File: src/ssf_consts.svh
// register offsets, field positions, reset values and timing counts of the frame format block
`ifndef SSF_CONSTS_SVH
`define SSF_CONSTS_SVH

`define SSF_OFF_MODE    8'h00
`define SSF_OFF_CTRL    8'h04
`define SSF_OFF_DIV     8'h08
`define SSF_OFF_DATA    8'h0C
`define SSF_OFF_STAT    8'h10
`define SSF_OFF_CLR     8'h14
`define SSF_OFF_IEN     8'h18

`define SSF_MODE_SYNC   7
`define SSF_MODE_CHR7   6
`define SSF_MODE_PARITY_ENABLE 5
`define SSF_MODE_ODD    4
`define SSF_MODE_STOP2  3
`define SSF_MODE_FIVE_BIT_FORMAT 2
`define SSF_MODE_BAUD_CLOCK_SELECT_HI 1
`define SSF_MODE_BAUD_CLOCK_SELECT_LO 0

`define SSF_CTRL_TXEN   0
`define SSF_CTRL_RXEN   1
`define SSF_CTRL_SUBACT 2
`define SSF_CTRL_CPUSUB 3
`define SSF_CTRL_TXPEND 4
`define SSF_CTRL_RXBUSY 5

`define SSF_ST_TXDONE   0
`define SSF_ST_RXDONE   1
`define SSF_ST_PERR     2
`define SSF_ST_FERR     3

`define SSF_MODE_RST    8'h00
`define SSF_CTRL_RST    4'h0
`define SSF_DIV_RST     8'h00
`define SSF_TXBUF_RST   8'hFF
`define SSF_OVS_LAST    4'hF
`define SSF_OVS_MID     4'h7
`define SSF_LEN_FIVE    4'h5
`define SSF_LEN_SEVEN   4'h7
`define SSF_LEN_EIGHT   4'h8

`endif

File: src/ssf_pkg.sv
// types shared by the frame format block
`default_nettype none
package ssf_pkg;
    typedef enum logic [2:0] {
        TX_IDLE  = 3'b000,
        TX_START = 3'b001,
        TX_DATA  = 3'b010,
        TX_PAR   = 3'b011,
        TX_STOP1 = 3'b100,
        TX_STOP2 = 3'b101
    } ssf_tx_t;
    typedef enum logic [2:0] {
        RX_IDLE  = 3'b000,
        RX_START = 3'b001,
        RX_DATA  = 3'b010,
        RX_PAR   = 3'b011,
        RX_STOP  = 3'b100
    } ssf_rx_t;
    typedef enum logic [1:0] {
        CKS_SYS  = 2'b00,
        CKS_SUB  = 2'b01,
        CKS_RES2 = 2'b10,
        CKS_RES3 = 2'b11
    } ssf_cks_t;
endpackage : ssf_pkg
`default_nettype wire

File: src/ssf_baud_gen.sv
// baud generator: 4^n prescaler then divisor, giving the 16x oversample tick
`default_nettype none
module ssf_baud_gen #(
    parameter int DIV_W = 8
) (
    input  wire logic             clk,
    input  wire logic             rst_b,
    input  wire logic             srcTick,
    input  wire logic [DIV_W-1:0] divisor,
    input  wire logic [1:0]       exponent,
    output logic                  ovsTick
);
    logic [5:0]       preCnt_ff;
    logic [5:0]       nxt_preCnt;
    logic [5:0]       preLast;
    logic             preTick;
    logic [DIV_W-1:0] divCnt_ff;
    logic [DIV_W-1:0] nxt_divCnt;
    logic             ovsTick_ff;
    logic             nxt_ovsTick;

    always_comb begin
        case (exponent)
            2'h0:    preLast = 6'h00;
            2'h1:    preLast = 6'h03;
            2'h2:    preLast = 6'h0F;
            default: preLast = 6'h3F;
        endcase
        // at or past the end, so a smaller exponent never waits for a full wrap
        preTick     = srcTick && (preCnt_ff >= preLast);
        nxt_preCnt  = preCnt_ff;
        nxt_divCnt  = divCnt_ff;
        nxt_ovsTick = 1'b0;
        if (srcTick) begin
            nxt_preCnt = preTick ? 6'h00 : preCnt_ff + 6'h01;
        end
        if (preTick) begin
            if (divCnt_ff == divisor) begin
                nxt_divCnt  = '0;
                nxt_ovsTick = 1'b1;
            end else begin
                nxt_divCnt = divCnt_ff + 1'b1;
            end
        end
    end

    always_ff @(posedge clk) begin
        if (!rst_b) begin
            preCnt_ff  <= 6'h00;
            divCnt_ff  <= '0;
            ovsTick_ff <= 1'b0;
        end else begin
            preCnt_ff  <= nxt_preCnt;
            divCnt_ff  <= nxt_divCnt;
            ovsTick_ff <= nxt_ovsTick;
        end
    end

    assign ovsTick = ovsTick_ff;

    property p_exp_zero_passes;
        @(posedge clk) disable iff (!rst_b)
        (exponent == 2'h0 && srcTick && divisor == '0) |=> ovsTick;
    endproperty
    a_exp_zero_passes: assert property (p_exp_zero_passes) else $error("exponent zero tick lost");
endmodule : ssf_baud_gen
`default_nettype wire

File: src/ssf_top.sv
// frame format, parity, stop length and baud clock select of the serial unit, with wishbone slave
// Behaviour
// - parity sense bit clear gives even parity, set gives odd; async with parity only.
// - even parity: transmitted ones plus parity bit even; receiver checks it is even.
// - odd parity: transmitted ones plus parity bit odd; receiver checks it is odd.
// - parity sense ignored whenever parity is off, in either mode.
// - async transmit uses one stop bit when stop field clear, two when set.
// - receiver checks only the first stop bit for framing.
// - a low bit after the first stop bit is the next start bit.
// - five-bit format field enables five data bits when async parity is on.
// - select 01 feeds subclock/2 in active, subclock in subactive; exponent one.
// - subclock source only works while the CPU runs from subclock/2.
// - clock select value is the prescaler exponent used with the divisor.
// - parity enable adds and checks parity in async only; never in sync.
// - five bits need parity enable and five-bit format; top three bits dropped.
`include "ssf_consts.svh"
`default_nettype none
module ssf_top #(
    parameter int ADR_W = 8,
    parameter int DIV_W = 8
) (
    input  wire logic             clk,
    input  wire logic             rst_b,
    input  wire logic             wb_cyc_i,
    input  wire logic             wb_stb_i,
    input  wire logic             wb_we_i,
    input  wire logic [ADR_W-1:0] wb_adr_i,
    input  wire logic [3:0]       wb_sel_i,
    input  wire logic [31:0]      wb_dat_i,
    output logic [31:0]           wb_dat_o,
    output logic                  wb_ack_o,
    input  wire logic             subTick,
    input  wire logic             rxd,
    output logic                  txd,
    output logic                  irq
);
    ////////////////////////////////////////////////////////////////////////
    logic [7:0]       mode_ff, nxt_mode;
    logic [3:0]       ctrl_ff, nxt_ctrl;
    logic [DIV_W-1:0] div_ff, nxt_div;
    logic [3:0]       sts_ff, nxt_sts;
    logic [3:0]       ien_ff, nxt_ien;
    logic [7:0]       txBuf_ff, nxt_txBuf;
    logic             txPend_ff, nxt_txPend;
    logic [7:0]       rxData_ff, nxt_rxData;
    logic             ack_ff, nxt_ack;
    logic [31:0]      datO_ff, nxt_datO;
    logic             irq_ff, nxt_irq;
    logic             subHalf_ff, nxt_subHalf;
    logic             busReq, busWr, rxBusy;
    logic             srcTick, ovsTick;
    logic             txTake, txDone, rxDone, rxPerr, rxFerr;
    logic             frmParOn, frmFive;
    logic [3:0]       frmLen;
    ssf_pkg::ssf_cks_t cks;

    assign busReq = wb_cyc_i && wb_stb_i && !ack_ff;
    assign busWr  = busReq && wb_we_i && wb_sel_i[0];
    assign cks    = ssf_pkg::ssf_cks_t'(mode_ff[`SSF_MODE_BAUD_CLOCK_SELECT_HI:`SSF_MODE_BAUD_CLOCK_SELECT_LO]);

    // frame shape as the mode register asks for it
    always_comb begin
        frmParOn = mode_ff[`SSF_MODE_PARITY_ENABLE] && !mode_ff[`SSF_MODE_SYNC];
        // five bits only with parity enable too, which software sets in the same write
        frmFive  = frmParOn && mode_ff[`SSF_MODE_FIVE_BIT_FORMAT];
        if (frmFive) begin
            frmLen = `SSF_LEN_FIVE;
        end else if (mode_ff[`SSF_MODE_CHR7] && !mode_ff[`SSF_MODE_SYNC]) begin
            frmLen = `SSF_LEN_SEVEN;
        end else begin
            frmLen = `SSF_LEN_EIGHT;
        end
    end

    // reserved selects give no tick at all so the generator is frozen, not random
    always_comb begin
        nxt_subHalf = subTick ? !subHalf_ff : subHalf_ff;
        case (cks)
            ssf_pkg::CKS_SYS: srcTick = 1'b1;
            ssf_pkg::CKS_SUB: srcTick = ctrl_ff[`SSF_CTRL_CPUSUB] && subTick
                                        && (ctrl_ff[`SSF_CTRL_SUBACT] || subHalf_ff);
            default:          srcTick = 1'b0;
        endcase
    end

    ssf_baud_gen #(.DIV_W(DIV_W)) u_baud (
        .clk      (clk),
        .rst_b    (rst_b),
        .srcTick  (srcTick),
        .divisor  (div_ff),
        .exponent (mode_ff[`SSF_MODE_BAUD_CLOCK_SELECT_HI:`SSF_MODE_BAUD_CLOCK_SELECT_LO]),
        .ovsTick  (ovsTick)
    );

    ////////////////////////////////////////////////////////////////////////
    // register file and wishbone answer
    always_comb begin
        nxt_mode   = mode_ff;
        nxt_ctrl   = ctrl_ff;
        nxt_div    = div_ff;
        nxt_ien    = ien_ff;
        nxt_txBuf  = txBuf_ff;
        nxt_txPend = txPend_ff && !txTake;
        nxt_ack    = busReq;
        nxt_datO   = 32'h0000_0000;
        nxt_sts    = sts_ff;
        if (busWr) begin
            case (wb_adr_i)
                `SSF_OFF_MODE: nxt_mode = wb_dat_i[7:0];
                `SSF_OFF_CTRL: nxt_ctrl = wb_dat_i[3:0];
                `SSF_OFF_DIV:  nxt_div  = wb_dat_i[DIV_W-1:0];
                `SSF_OFF_IEN:  nxt_ien  = wb_dat_i[3:0];
                `SSF_OFF_CLR:  nxt_sts  = sts_ff & ~wb_dat_i[3:0];
                `SSF_OFF_DATA: begin
                    // a write while a byte is still pending is dropped
                    if (!txPend_ff) begin
                        nxt_txBuf  = wb_dat_i[7:0];
                        nxt_txPend = 1'b1;
                    end
                end
                default: ;
            endcase
        end
        // set wins over a clear in the same cycle
        nxt_sts = nxt_sts | {rxFerr, rxPerr, rxDone, txDone};
        if (busReq && !wb_we_i) begin
            case (wb_adr_i)
                `SSF_OFF_MODE: nxt_datO[7:0] = mode_ff;
                `SSF_OFF_CTRL: nxt_datO[5:0] = {rxBusy, txPend_ff, ctrl_ff};
                `SSF_OFF_DIV:  nxt_datO[DIV_W-1:0] = div_ff;
                `SSF_OFF_DATA: nxt_datO[7:0] = rxData_ff;
                `SSF_OFF_STAT: nxt_datO[3:0] = sts_ff;
                `SSF_OFF_IEN:  nxt_datO[3:0] = ien_ff;
                default: ;
            endcase
        end
        nxt_irq = |(sts_ff & ien_ff);
    end

    always_ff @(posedge clk) begin
        if (!rst_b) begin
            mode_ff    <= `SSF_MODE_RST;
            ctrl_ff    <= `SSF_CTRL_RST;
            div_ff     <= `SSF_DIV_RST;
            ien_ff     <= 4'h0;
            sts_ff     <= 4'h0;
            txBuf_ff   <= `SSF_TXBUF_RST;
            txPend_ff  <= 1'b0;
            ack_ff     <= 1'b0;
            datO_ff    <= 32'h0000_0000;
            irq_ff     <= 1'b0;
            subHalf_ff <= 1'b0;
        end else begin
            mode_ff    <= nxt_mode;
            ctrl_ff    <= nxt_ctrl;
            div_ff     <= nxt_div;
            ien_ff     <= nxt_ien;
            sts_ff     <= nxt_sts;
            txBuf_ff   <= nxt_txBuf;
            txPend_ff  <= nxt_txPend;
            ack_ff     <= nxt_ack;
            datO_ff    <= nxt_datO;
            irq_ff     <= nxt_irq;
            subHalf_ff <= nxt_subHalf;
        end
    end

    assign wb_ack_o = ack_ff;
    assign wb_dat_o = datO_ff;
    assign irq      = irq_ff;

    ////////////////////////////////////////////////////////////////////////
    // transmitter; frame shape is latched at the start bit, so a mode write mid-frame can change only the bit rate, through clock select
    ssf_pkg::ssf_tx_t txState_ff, nxt_txState;
    logic [3:0] txOvs_ff, nxt_txOvs, txCnt_ff, nxt_txCnt, txLen_ff, nxt_txLen;
    logic [7:0] txShift_ff, nxt_txShift;
    logic       txOnes_ff, nxt_txOnes, txOdd_ff, nxt_txOdd, txParOn_ff, nxt_txParOn;
    logic       txStop2_ff, nxt_txStop2, txd_ff, nxt_txd, txBitEnd;

    always_comb begin
        nxt_txState = txState_ff;
        nxt_txOvs   = (ovsTick && txState_ff != ssf_pkg::TX_IDLE) ? txOvs_ff + 4'h1 : txOvs_ff;
        nxt_txCnt   = txCnt_ff;
        nxt_txLen   = txLen_ff;
        nxt_txShift = txShift_ff;
        nxt_txOnes  = txOnes_ff;
        nxt_txOdd   = txOdd_ff;
        nxt_txParOn = txParOn_ff;
        nxt_txStop2 = txStop2_ff;
        txTake      = 1'b0;
        txDone      = 1'b0;
        txBitEnd    = ovsTick && txOvs_ff == `SSF_OVS_LAST;
        case (txState_ff)
            ssf_pkg::TX_IDLE: begin
                if (txPend_ff && ctrl_ff[`SSF_CTRL_TXEN]) begin
                    txTake      = 1'b1;
                    nxt_txState = ssf_pkg::TX_START;
                    nxt_txOvs   = 4'h0;
                    nxt_txCnt   = 4'h0;
                    nxt_txOnes  = 1'b0;
                    nxt_txShift = txBuf_ff; // high bits beyond the length are never shifted out
                    nxt_txLen   = frmLen;
                    nxt_txParOn = frmParOn;
                    nxt_txOdd   = mode_ff[`SSF_MODE_ODD];
                    nxt_txStop2 = mode_ff[`SSF_MODE_STOP2] && !mode_ff[`SSF_MODE_SYNC];
                end
            end
            ssf_pkg::TX_START: if (txBitEnd) nxt_txState = ssf_pkg::TX_DATA;
            ssf_pkg::TX_DATA: begin
                if (txBitEnd) begin
                    nxt_txOnes  = txOnes_ff ^ txShift_ff[0];
                    nxt_txShift = {1'b1, txShift_ff[7:1]};
                    nxt_txCnt   = txCnt_ff + 4'h1;
                    if (txCnt_ff == txLen_ff - 4'h1) begin
                        nxt_txState = txParOn_ff ? ssf_pkg::TX_PAR : ssf_pkg::TX_STOP1;
                    end
                end
            end
            ssf_pkg::TX_PAR: if (txBitEnd) nxt_txState = ssf_pkg::TX_STOP1;
            ssf_pkg::TX_STOP1: begin
                if (txBitEnd) begin
                    nxt_txState = txStop2_ff ? ssf_pkg::TX_STOP2 : ssf_pkg::TX_IDLE;
                    txDone      = !txStop2_ff;
                end
            end
            ssf_pkg::TX_STOP2: begin
                if (txBitEnd) begin
                    nxt_txState = ssf_pkg::TX_IDLE;
                    txDone      = 1'b1;
                end
            end
            default: nxt_txState = ssf_pkg::TX_IDLE;
        endcase
        case (nxt_txState)
            ssf_pkg::TX_START: nxt_txd = 1'b0;
            ssf_pkg::TX_DATA:  nxt_txd = nxt_txShift[0];
            ssf_pkg::TX_PAR:   nxt_txd = nxt_txOnes ^ nxt_txOdd;
            default:           nxt_txd = 1'b1;
        endcase
    end

    always_ff @(posedge clk) begin
        if (!rst_b) begin
            txState_ff <= ssf_pkg::TX_IDLE;
            txOvs_ff   <= 4'h0;
            txCnt_ff   <= 4'h0;
            txLen_ff   <= `SSF_LEN_EIGHT;
            txShift_ff <= 8'hFF;
            txOnes_ff  <= 1'b0;
            txOdd_ff   <= 1'b0;
            txParOn_ff <= 1'b0;
            txStop2_ff <= 1'b0;
            txd_ff     <= 1'b1;
        end else begin
            txState_ff <= nxt_txState;
            txOvs_ff   <= nxt_txOvs;
            txCnt_ff   <= nxt_txCnt;
            txLen_ff   <= nxt_txLen;
            txShift_ff <= nxt_txShift;
            txOnes_ff  <= nxt_txOnes;
            txOdd_ff   <= nxt_txOdd;
            txParOn_ff <= nxt_txParOn;
            txStop2_ff <= nxt_txStop2;
            txd_ff     <= nxt_txd;
        end
    end

    assign txd = txd_ff;

    ////////////////////////////////////////////////////////////////////////
    // receiver, sampling at mid bit on the 16x tick
    ssf_pkg::ssf_rx_t rxState_ff, nxt_rxState;
    logic [3:0] rxOvs_ff, nxt_rxOvs, rxCnt_ff, nxt_rxCnt, rxLen_ff, nxt_rxLen;
    logic [7:0] rxShift_ff, nxt_rxShift;
    logic       rxOnes_ff, nxt_rxOnes, rxOdd_ff, nxt_rxOdd, rxParOn_ff, nxt_rxParOn;
    logic       rxSample;

    assign rxBusy = rxState_ff != ssf_pkg::RX_IDLE;

    always_comb begin
        nxt_rxState = rxState_ff;
        nxt_rxOvs   = (ovsTick && rxBusy) ? rxOvs_ff + 4'h1 : rxOvs_ff;
        nxt_rxCnt   = rxCnt_ff;
        nxt_rxLen   = rxLen_ff;
        nxt_rxShift = rxShift_ff;
        nxt_rxOnes  = rxOnes_ff;
        nxt_rxOdd   = rxOdd_ff;
        nxt_rxParOn = rxParOn_ff;
        nxt_rxData  = rxData_ff;
        rxDone      = 1'b0;
        rxPerr      = 1'b0;
        rxFerr      = 1'b0;
        rxSample    = ovsTick && rxOvs_ff == `SSF_OVS_LAST;
        case (rxState_ff)
            ssf_pkg::RX_IDLE: begin
                if (ctrl_ff[`SSF_CTRL_RXEN] && ovsTick && !rxd) begin
                    nxt_rxState = ssf_pkg::RX_START;
                    nxt_rxOvs   = 4'h0;
                    nxt_rxCnt   = 4'h0;
                    nxt_rxOnes  = 1'b0;
                    nxt_rxLen   = frmLen;
                    nxt_rxParOn = frmParOn;
                    nxt_rxOdd   = mode_ff[`SSF_MODE_ODD];
                end
            end
            ssf_pkg::RX_START: begin
                if (ovsTick && rxOvs_ff == `SSF_OVS_MID) begin
                    // a glitch that is high again at mid bit is not a start
                    nxt_rxState = rxd ? ssf_pkg::RX_IDLE : ssf_pkg::RX_DATA;
                    nxt_rxOvs   = 4'h0;
                end
            end
            ssf_pkg::RX_DATA: begin
                if (rxSample) begin
                    nxt_rxShift = {rxd, rxShift_ff[7:1]};
                    nxt_rxOnes  = rxOnes_ff ^ rxd;
                    nxt_rxCnt   = rxCnt_ff + 4'h1;
                    if (rxCnt_ff == rxLen_ff - 4'h1) begin
                        nxt_rxState = rxParOn_ff ? ssf_pkg::RX_PAR : ssf_pkg::RX_STOP;
                    end
                end
            end
            ssf_pkg::RX_PAR: begin
                if (rxSample) begin
                    rxPerr      = (rxOnes_ff ^ rxd) != rxOdd_ff;
                    nxt_rxState = ssf_pkg::RX_STOP;
                end
            end
            ssf_pkg::RX_STOP: begin
                if (rxSample) begin
                    rxFerr      = !rxd;
                    rxDone      = 1'b1;
                    nxt_rxData  = rxShift_ff >> (4'h8 - rxLen_ff);
                    nxt_rxState = ssf_pkg::RX_IDLE;
                end
            end
            default: nxt_rxState = ssf_pkg::RX_IDLE;
        endcase
    end

    always_ff @(posedge clk) begin
        if (!rst_b) begin
            rxState_ff <= ssf_pkg::RX_IDLE;
            rxOvs_ff   <= 4'h0;
            rxCnt_ff   <= 4'h0;
            rxLen_ff   <= `SSF_LEN_EIGHT;
            rxShift_ff <= 8'h00;
            rxOnes_ff  <= 1'b0;
            rxOdd_ff   <= 1'b0;
            rxParOn_ff <= 1'b0;
            rxData_ff  <= 8'h00;
        end else begin
            rxState_ff <= nxt_rxState;
            rxOvs_ff   <= nxt_rxOvs;
            rxCnt_ff   <= nxt_rxCnt;
            rxLen_ff   <= nxt_rxLen;
            rxShift_ff <= nxt_rxShift;
            rxOnes_ff  <= nxt_rxOnes;
            rxOdd_ff   <= nxt_rxOdd;
            rxParOn_ff <= nxt_rxParOn;
            rxData_ff  <= nxt_rxData;
        end
    end

    ////////////////////////////////////////////////////////////////////////
    property p_tx_parity_bit;
        @(posedge clk) disable iff (!rst_b)
        (txState_ff == ssf_pkg::TX_PAR) |-> ((txOnes_ff ^ txd) == txOdd_ff);
    endproperty
    a_tx_parity_bit: assert property (p_tx_parity_bit) else $error("parity bit sense wrong");

    property p_no_parity_when_off;
        @(posedge clk) disable iff (!rst_b)
        (txState_ff == ssf_pkg::TX_DATA && txBitEnd && txCnt_ff == txLen_ff - 4'h1 && !txParOn_ff)
            |=> (txState_ff == ssf_pkg::TX_STOP1);
    endproperty
    a_no_parity_when_off: assert property (p_no_parity_when_off) else $error("parity sent while off");

    property p_one_stop;
        @(posedge clk) disable iff (!rst_b)
        (txState_ff == ssf_pkg::TX_STOP1 && txBitEnd && !txStop2_ff) |=> (txState_ff == ssf_pkg::TX_IDLE && txd);
    endproperty
    a_one_stop: assert property (p_one_stop) else $error("single stop frame overran");

    property p_two_stop;
        @(posedge clk) disable iff (!rst_b)
        (txState_ff == ssf_pkg::TX_STOP2) |-> (txStop2_ff && txd);
    endproperty
    a_two_stop: assert property (p_two_stop) else $error("second stop without stop field");

    property p_ferr_first_stop;
        @(posedge clk) disable iff (!rst_b)
        $rose(sts_ff[`SSF_ST_FERR]) |-> ($past(rxState_ff) == ssf_pkg::RX_STOP && !$past(rxd));
    endproperty
    a_ferr_first_stop: assert property (p_ferr_first_stop) else $error("framing error not from first stop");

    property p_rx_rearm;
        @(posedge clk) disable iff (!rst_b)
        (rxState_ff == ssf_pkg::RX_STOP && rxSample) |=> (rxState_ff == ssf_pkg::RX_IDLE);
    endproperty
    a_rx_rearm: assert property (p_rx_rearm) else $error("receiver not rearmed after stop");

    property p_five_bits;
        @(posedge clk) disable iff (!rst_b)
        (txState_ff == ssf_pkg::TX_DATA && txLen_ff == `SSF_LEN_FIVE) |-> (txCnt_ff < 4'h5);
    endproperty
    a_five_bits: assert property (p_five_bits) else $error("more than five bits sent");

    property p_sys_source;
        @(posedge clk) disable iff (!rst_b)
        (mode_ff[1:0] == 2'b00) |-> srcTick;
    endproperty
    a_sys_source: assert property (p_sys_source) else $error("system clock source idle");

    property p_sub_gate;
        @(posedge clk) disable iff (!rst_b)
        (srcTick && mode_ff[1:0] != 2'b00) |-> (mode_ff[1:0] == 2'b01 && ctrl_ff[`SSF_CTRL_CPUSUB] && subTick);
    endproperty
    a_sub_gate: assert property (p_sub_gate) else $error("tick from gated or reserved source");

    property p_irq_level;
        @(posedge clk) disable iff (!rst_b)
        ((sts_ff & ien_ff) != 4'h0) |=> irq;
    endproperty
    a_irq_level: assert property (p_irq_level) else $error("interrupt not raised");
endmodule : ssf_top
`default_nettype wire

File: config.mk
export PLATFORM = sky130hd
export DESIGN_NAME = ssf_top
export DESIGN_NICKNAME = d
export VERILOG_FILES = /design/src/ssf_pkg.sv /design/src/ssf_baud_gen.sv /design/src/ssf_top.sv
export VERILOG_INCLUDE_DIRS = /design/src
export SDC_FILE = /design/constraint.sdc
export NUM_CORES = 1
export LEC_CHECK = 0
export BUFFER_PORTS_ARGS = -buffer_cell sky130_fd_sc_hd__clkbuf_2
export CAP_MARGIN = 20
export CORE_MARGIN = 3
export CORE_UTILIZATION = 28
export CTS_BUF_LIST = sky130_fd_sc_hd__clkbuf_4 sky130_fd_sc_hd__clkbuf_8 sky130_fd_sc_hd__clkbuf_16
export CTS_CLUSTER_DIAMETER = 50
export DETAILED_ROUTE_END_ITERATION = 8
export SYNTH_ARGS = -nofsm -noshare
export SYNTH_HDL_FRONTEND = slang
export SYNTH_SLANG_ARGS = --single-unit
File: constraint.sdc
create_clock -name clk -period 2 [get_ports clk]
set_input_delay 0 -clock clk [delete_from_list [all_inputs] [get_ports clk]]
set_output_delay 0 -clock clk [all_outputs]
set_load 0.005 [all_outputs]
==> flow_metrics.tcl, run 1 <==
set metrics [dict create \
    synth_top_area_share_pct 40.51 \
    antenna_cells 0 \
    routed_wl_um 14910 \
    avgRoutedWirePerCell_um 13.93 \
    place.port_buffers 34 \
    vdd_drop_max_mv 0.6781 \
    drt-vias-per-instance 4.789 \
    stdcell_area_mm2 0.007545 \
    synthFlopType "dfxtp_1" \
    power_density_mw_per_mm2 784.7 \
    fin_skew_ps 8.515 \
    clock_path_buffers 2 \
    dpl.cell_count 1024 \
    timing_hold_violations_final 0 \
    overflow 0 \
    cts_root_buf "clkbuf_16" \
    power.leakage_nw 2.971 \
    cp-start-kind "register" \
    numCtsBuffers 17 \
    cpPeakStageDelay_ps 310 \
    cts_sinks 123 \
    ys_warn_count 0 \
    start_util_pct 28.73 \
    drt_pass1_iterations 4 \
    synth.cell_area_mm2 0.006078 \
    die_h_um 153.3 \
    status "finished, final reports clean" \
    critPathCaptureType "register" \
    crit_path_top_delay_cell "dfxtp_1" \
    ant_nets 0 \
    fin_crit_sh_pct 95.85 \
    io_pins 86 \
    cap_violations 0 \
    setup_ws_ps 83.09 \
    preCtsSetupSlack_ps -0.05707 \
    grt_max_degree 71 \
    cts_tree "yes" \
    hold_path.class "in2reg" \
    antenna_found_initial 0 \
    critPathMaxFanout 8 \
    worstPathCellList "or2_4 > ha_4 > nand2b_4 > a211oi_4 > o21ai_2 > nand2_2 > o31ai_4 > buf_6 > nor2_1" \
    total_power_mw 5.921 \
    worstMarginPinSlew_ps 598.1 \
    synth_area_per_cell_um2 8.537 \
    core_mm2 0.02115 \
    synth_edf_count 0 \
    nets 851 \
    gr-usage-all-layers_pct 12.71 \
    post-synth-top-count-cell "dfxtp_1" \
    crit_arrival_ps 2220 \
    seq_area_mm2 0.002465 \
    fin_util_pct 35.67 \
    clock_latency_ps 420 \
    multi_input_area_mm2 0.003397 \
    synth-async-reset-ratio_pct 0 \
    synth_largest_area_cell "dfxtp_1" \
    hpwlAfterDp_um 10480 \
    crit_type "reg2reg" \
    finalSetupViolCount 0 \
    syn_to_final_growth_pct 24.13 \
    cts.clk_slew.worst_paths_ps 50 \
    rows 53 \
    syn_inst 712 \
    yosys.cell_types.count 65 \
    layout-drive-gt1-share_pct 17.36 \
    h-tree-depth 4 \
    fillers 2155 \
    timing.hold.ws_ps 203.4 \
    finalSetupTns_ps 0 \
    critPathRequiredTime_ps 2310 \
    max_slew_margin_pct 59.98 \
    synthTopCellsByCount "dfxtp_1, nand2_1, nor2_1, a21oi_1, nand3_1" \
    final_cells 1070 \
    ys_ff_latch 123 \
    ys_top_cells_by_area "dfxtp_1, nand2_1, mux2i_1" \
    slew_viol_final 0 \
    max_freq_mhz 521.7 \
    initialDrtViolationCount 364 \
    grt_first_pass_wirelength_um 24490 \
    yosysSeqAreaShare_pct 40.51 \
    post-route-min-period_ps 1917 \
    grt_pass1_vias 4837 \
    dieArea_mm2 0.02351 \
    gp_congestion 0.8510 \
    dpl-instance-area_mm2 0.006686 \
    via_count 5124 \
    die_x_um 153.3 \
    drc 0 \
]
per-layer routing:
metal	part of all wire [%]	vias up	track usage, %
li1	-	2582	-
met1	49	2397	17.66
met2	44	131	19.56
met3	5.3	14	3.029
met4	1.3	0	3.995
met5	0	-	0
what timing repair did:
action / 4_1_cts / 5_1_grt
cloned: 0 / 0
buffers inserted: 0 / 1
pin swaps: 0 / 7
hold buffers: 14 / 0
endpoints found under the hold margin: 47 / 0
resized for setup: 1 / 13
setup endpoints to repair: 2 / 25
worst max-delay path, delay by kind of cell (launching register included):
family | cells | cell delay (ps)
buffers and inverters | 1 | 160
adders and majority gates | 1 | 260
AOI/OAI and AO/OA | 3 | 520
DFF | 1 | 310
and+or+nand+nor | 4 | 570
layout by cell type, fill, tap and decap left out, drive strengths merged, types with 6 or more instances in the layout:
cell type / Yosys / layout
dfxtp: 123 / 123
nand2: 102 / 102
nor2: 72 / 72
a21oi: 60 / 60
clkbuf: 21 / 59
buf: 38 / 40
nand3: 38 / 38
mux2i: 37 / 37
conb: 1 / 24
xnor2: 23 / 23
xor2: 17 / 17
ha: 17 / 17
o21ai: 16 / 16
dlygate4sd3: 0 / 14
inv: 14 / 14
a221oi: 11 / 11
and3: 10 / 10
nand4: 9 / 9
nor3: 9 / 9
nor2b: 8 / 8
a211oi: 8 / 8
o22ai: 7 / 7
nand2b: 6 / 6
state kept, by name (all words and copies together), names as in the netlist, 6 cells and up:
name	cells
div_ff	8
mode_ff	8
rxData_ff	8
rxShift_ff	8
txBuf_ff	8
txShift_ff	8
u_baud.divCnt_ff	8
wb_dat_o	8
u_baud.preCnt_ff	6
cell type report:
cell class | count | share of cell area, %
Clock buffer | 25 | 6.932
Clock inverter | 6 | 1.426
Inverter | 14 | 0.6965
Multi-Input combinational cell | 539 | 45.02
Sequential cell | 123 | 32.67
Tap cell | 275 | 4.561
Timing Repair Buffer | 88 | 8.690
path summary, 6_finish.rpt:
path / from / to / slack [ps] / cells past startpoint
max reg2reg: mode_ff[0] / u_baud.divCnt_ff[5] / 80 / 9
min: wb_adr_i[4] / wb_dat_o[5] / 200 / 4
max: mode_ff[0] / u_baud.divCnt_ff[5] / 80 / 9
min reg2reg: txShift_ff[4] / txShift_ff[4] / 440 / 2
cells by family (layout without fill, tap and decap cells):
logic type      count (synthesis)  after routing  synth area share, %
other cells                     1             24              0.06169
xor+xnor                       41             41                6.155
compound gates                131            131                13.98
fa+ha+maj                      17             17                3.499
buf+inv                        73            133                6.381
mux                            43             43                7.575
flops                         123            123                40.51
simple gates                  283            283                21.84
power breakdown:
| part | total [mW] | switching (mW) | internal, mW |
|---|---|---|---|
| Sequential | 2.47 | 0.00757 | 2.46 |
| Clock | 3.25 | 1.08 | 2.17 |
| Combinational | 0.203 | 0.123 | 0.0801 |
(Power assumes the default switching activity.)
==> inputs of run 2 (changes only) <==
==> constraint.sdc (replaced) <==
create_clock -name clk -period 2.1 [get_ports clk]
set_input_delay 0 -clock clk [delete_from_list [all_inputs] [get_ports clk]]
set_output_delay 0 -clock clk [all_outputs]
set_load 0.005 [all_outputs]
==> run 2 against run 1 <==
Against the previous run: die area unchanged; sequential share of layout area up 1.0 points; routed wire length down 2.6%.
==> flow_metrics.tcl, run 2 (synthesis results as in run 1) <==
set metrics [dict create \
    cp-start-kind "register" \
    place.port_buffers 34 \
    dpl.cell_count 1013 \
    min_from "rst_b" \
    r2r_end "u_baud.divCnt_ff[7]" \
    clock_path_buffers 2 \
    initialDrtViolationCount 340 \
    crit_path_top_delay_cell "dfxtp_1" \
    grt_first_pass_wirelength_um 23940 \
    slew_viol_final 0 \
    crit_arrival_ps 2260 \
    dpl-instance-area_mm2 0.006578 \
    worst_hold_path.endpoint "rxLen_ff[3]" \
    worstPathCellList "or2_2 > ha_1 > nand2b_1 > a211oi_2 > o21ai_2 > buf_4 > nand4_1 > xor2_1 > nor2_1" \
    min_path_cells 2 \
    total_power_mw 5.393 \
    max_freq_mhz 508.3 \
    drt-vias-per-instance 4.770 \
    rsz0062_at_grt "false" \
    power.net_switching_mw 1.118 \
    postCtsSetupRepairBufs 0 \
    fin_skew_ps 9.155 \
    drc 0 \
    critPathRequiredTime_ps 2400 \
    worstMarginPinSlew_ps 606.3 \
    power.leakage_nw 2.867 \
    critPathMaxFanout 7 \
    gr-usage-all-layers_pct 12.30 \
    max_slew_margin_pct 59.43 \
    final_cells 1057 \
    hold_path.class "in2reg" \
    rows 53 \
    routed_wl_um 14520 \
    p_clk_share_pct 53.0 \
    timing_hold_violations_final 0 \
    avgRoutedWirePerCell_um 13.74 \
    ant_nets 0 \
    overflow 0 \
    regToRegSetupSlack_ps 130 \
    dieArea_mm2 0.02351 \
    grt_max_degree 71 \
    clock_latency_ps 410 \
    route.met3.wl_um 723 \
    core_mm2 0.02115 \
    drt_pass1_iterations 5 \
    numCtsBuffers 17 \
    antenna_found_initial 0 \
    cpPeakStageDelay_ps 300 \
    switching_share_pct 20.74 \
    die_h_um 153.3 \
    reg2reg_depth 9 \
    io_pins 86 \
    nets 838 \
    cts_root_buf "clkbuf_16" \
    cts.clk_slew.worst_paths_ps 60 \
    antenna_cells 0 \
    fin_util_pct 34.55 \
    final_cell_mix "dfxtp_1, nand2_1, nor2_1, a21oi_1, nand3_1" \
    dr_wl_met2_um 6243 \
    path_buf_inv 1 \
    syn_to_final_growth_pct 20.26 \
    finalSetupViolCount 0 \
    p_seq_share_pct 43.6 \
    p_int_mw 4.275 \
    power_density_mw_per_mm2 737.8 \
    pwr-share-comb_pct 3.4 \
    start_util_pct 28.73 \
    finalSetupTns_ps 0 \
    top_layer "met4" \
    status "finished, final reports clean" \
    h-tree-depth 4 \
    gp_congestion 0.8364 \
    cts_tree "yes" \
    r2r_start "mode_ff[0]" \
    cts_sinks 123 \
    critPathCaptureType "register" \
    cap_violations 0 \
    cp_top_family "simple AND/OR/NAND/NOR gates" \
    via_count 5042 \
    crit_type "reg2reg" \
    final_common_cell "dfxtp_1" \
    layout-drive-gt1-share_pct 15.35 \
    vdd_drop_max_mv 0.5296 \
    fin_crit_sh_pct 93.68 \
    die_x_um 153.3 \
    hpwlAfterDp_um 10340 \
    grt_pass1_vias 4713 \
    wl_met1_um 7397 \
    post-route-min-period_ps 1967 \
    stdcell_area_mm2 0.007310 \
]
-- run 2: final cells by class --
cell class | count | area, um2
Fill cell | 2151 | 13840
Multi-Input combinational cell | 539 | 3346
Sequential cell | 123 | 2462
Timing Repair Buffer | 75 | 523.0
Clock buffer | 23 | 489.2
Tap cell | 275 | 344.1
Clock inverter | 8 | 92.59
Inverter | 14 | 52.55
-- run 2: metrics by stage --
step	hold slack, ps	setup WS [ps]
floorplan	125.1	12.23
global placement	274.1	93.48
detailed placement	296.7	69.99
CTS	10.32	57.63
global route	18.05	2.715
finish	11.51	132.7
-- run 2: power groups by stage --
stage	combinational (mW)	sequential (mW)	clock, mW
finish	0.185	2.35	2.86
global route	0.203	2.35	3.03
CTS	0.184	2.35	2.92
detailed placement	0.165	2.40	0
global placement	0.165	2.40	0
floorplan	0.127	2.40	0
-- run 2: per-layer routing --
layer | vias to the layer above | global-route usage [%]
li1 | 2559 | -
met1 | 2346 | 17.54
met2 | 127 | 18.65
met3 | 10 | 2.718
met4 | 0 | 3.616
met5 | - | 0
-- run 2: worst max-delay path by stage --
stage / from / endpoint / slack, ps / depth (start not counted)
floorplan: rxLen_ff[2] / rxState_ff[1] / 10 / 9
global placement: mode_ff[0] / u_baud.divCnt_ff[6] / 90 / 9
detailed placement: mode_ff[0] / u_baud.divCnt_ff[7] / 70 / 9
CTS: mode_ff[0] / u_baud.divCnt_ff[7] / 60 / 9
global route: txOvs_ff[0] / txd / 3 / 8
finish: mode_ff[0] / u_baud.divCnt_ff[7] / 130 / 9
-- run 2: worst register-to-register path: cells and delay by family (launching register included) --
kind	cells	cell delay, ps
flops	1	300
simple gates	4	610
buf+inv	1	170
compound gates	2	340
xor+xnor	1	170
fa+ha+maj	1	260
-- run 2: repair_timing --
item                                    CTS  global route
hold buffers                             13             0
endpoints found under the setup margin    0            15
resized for setup                         0             5
hold endpoints to repair                 41             0
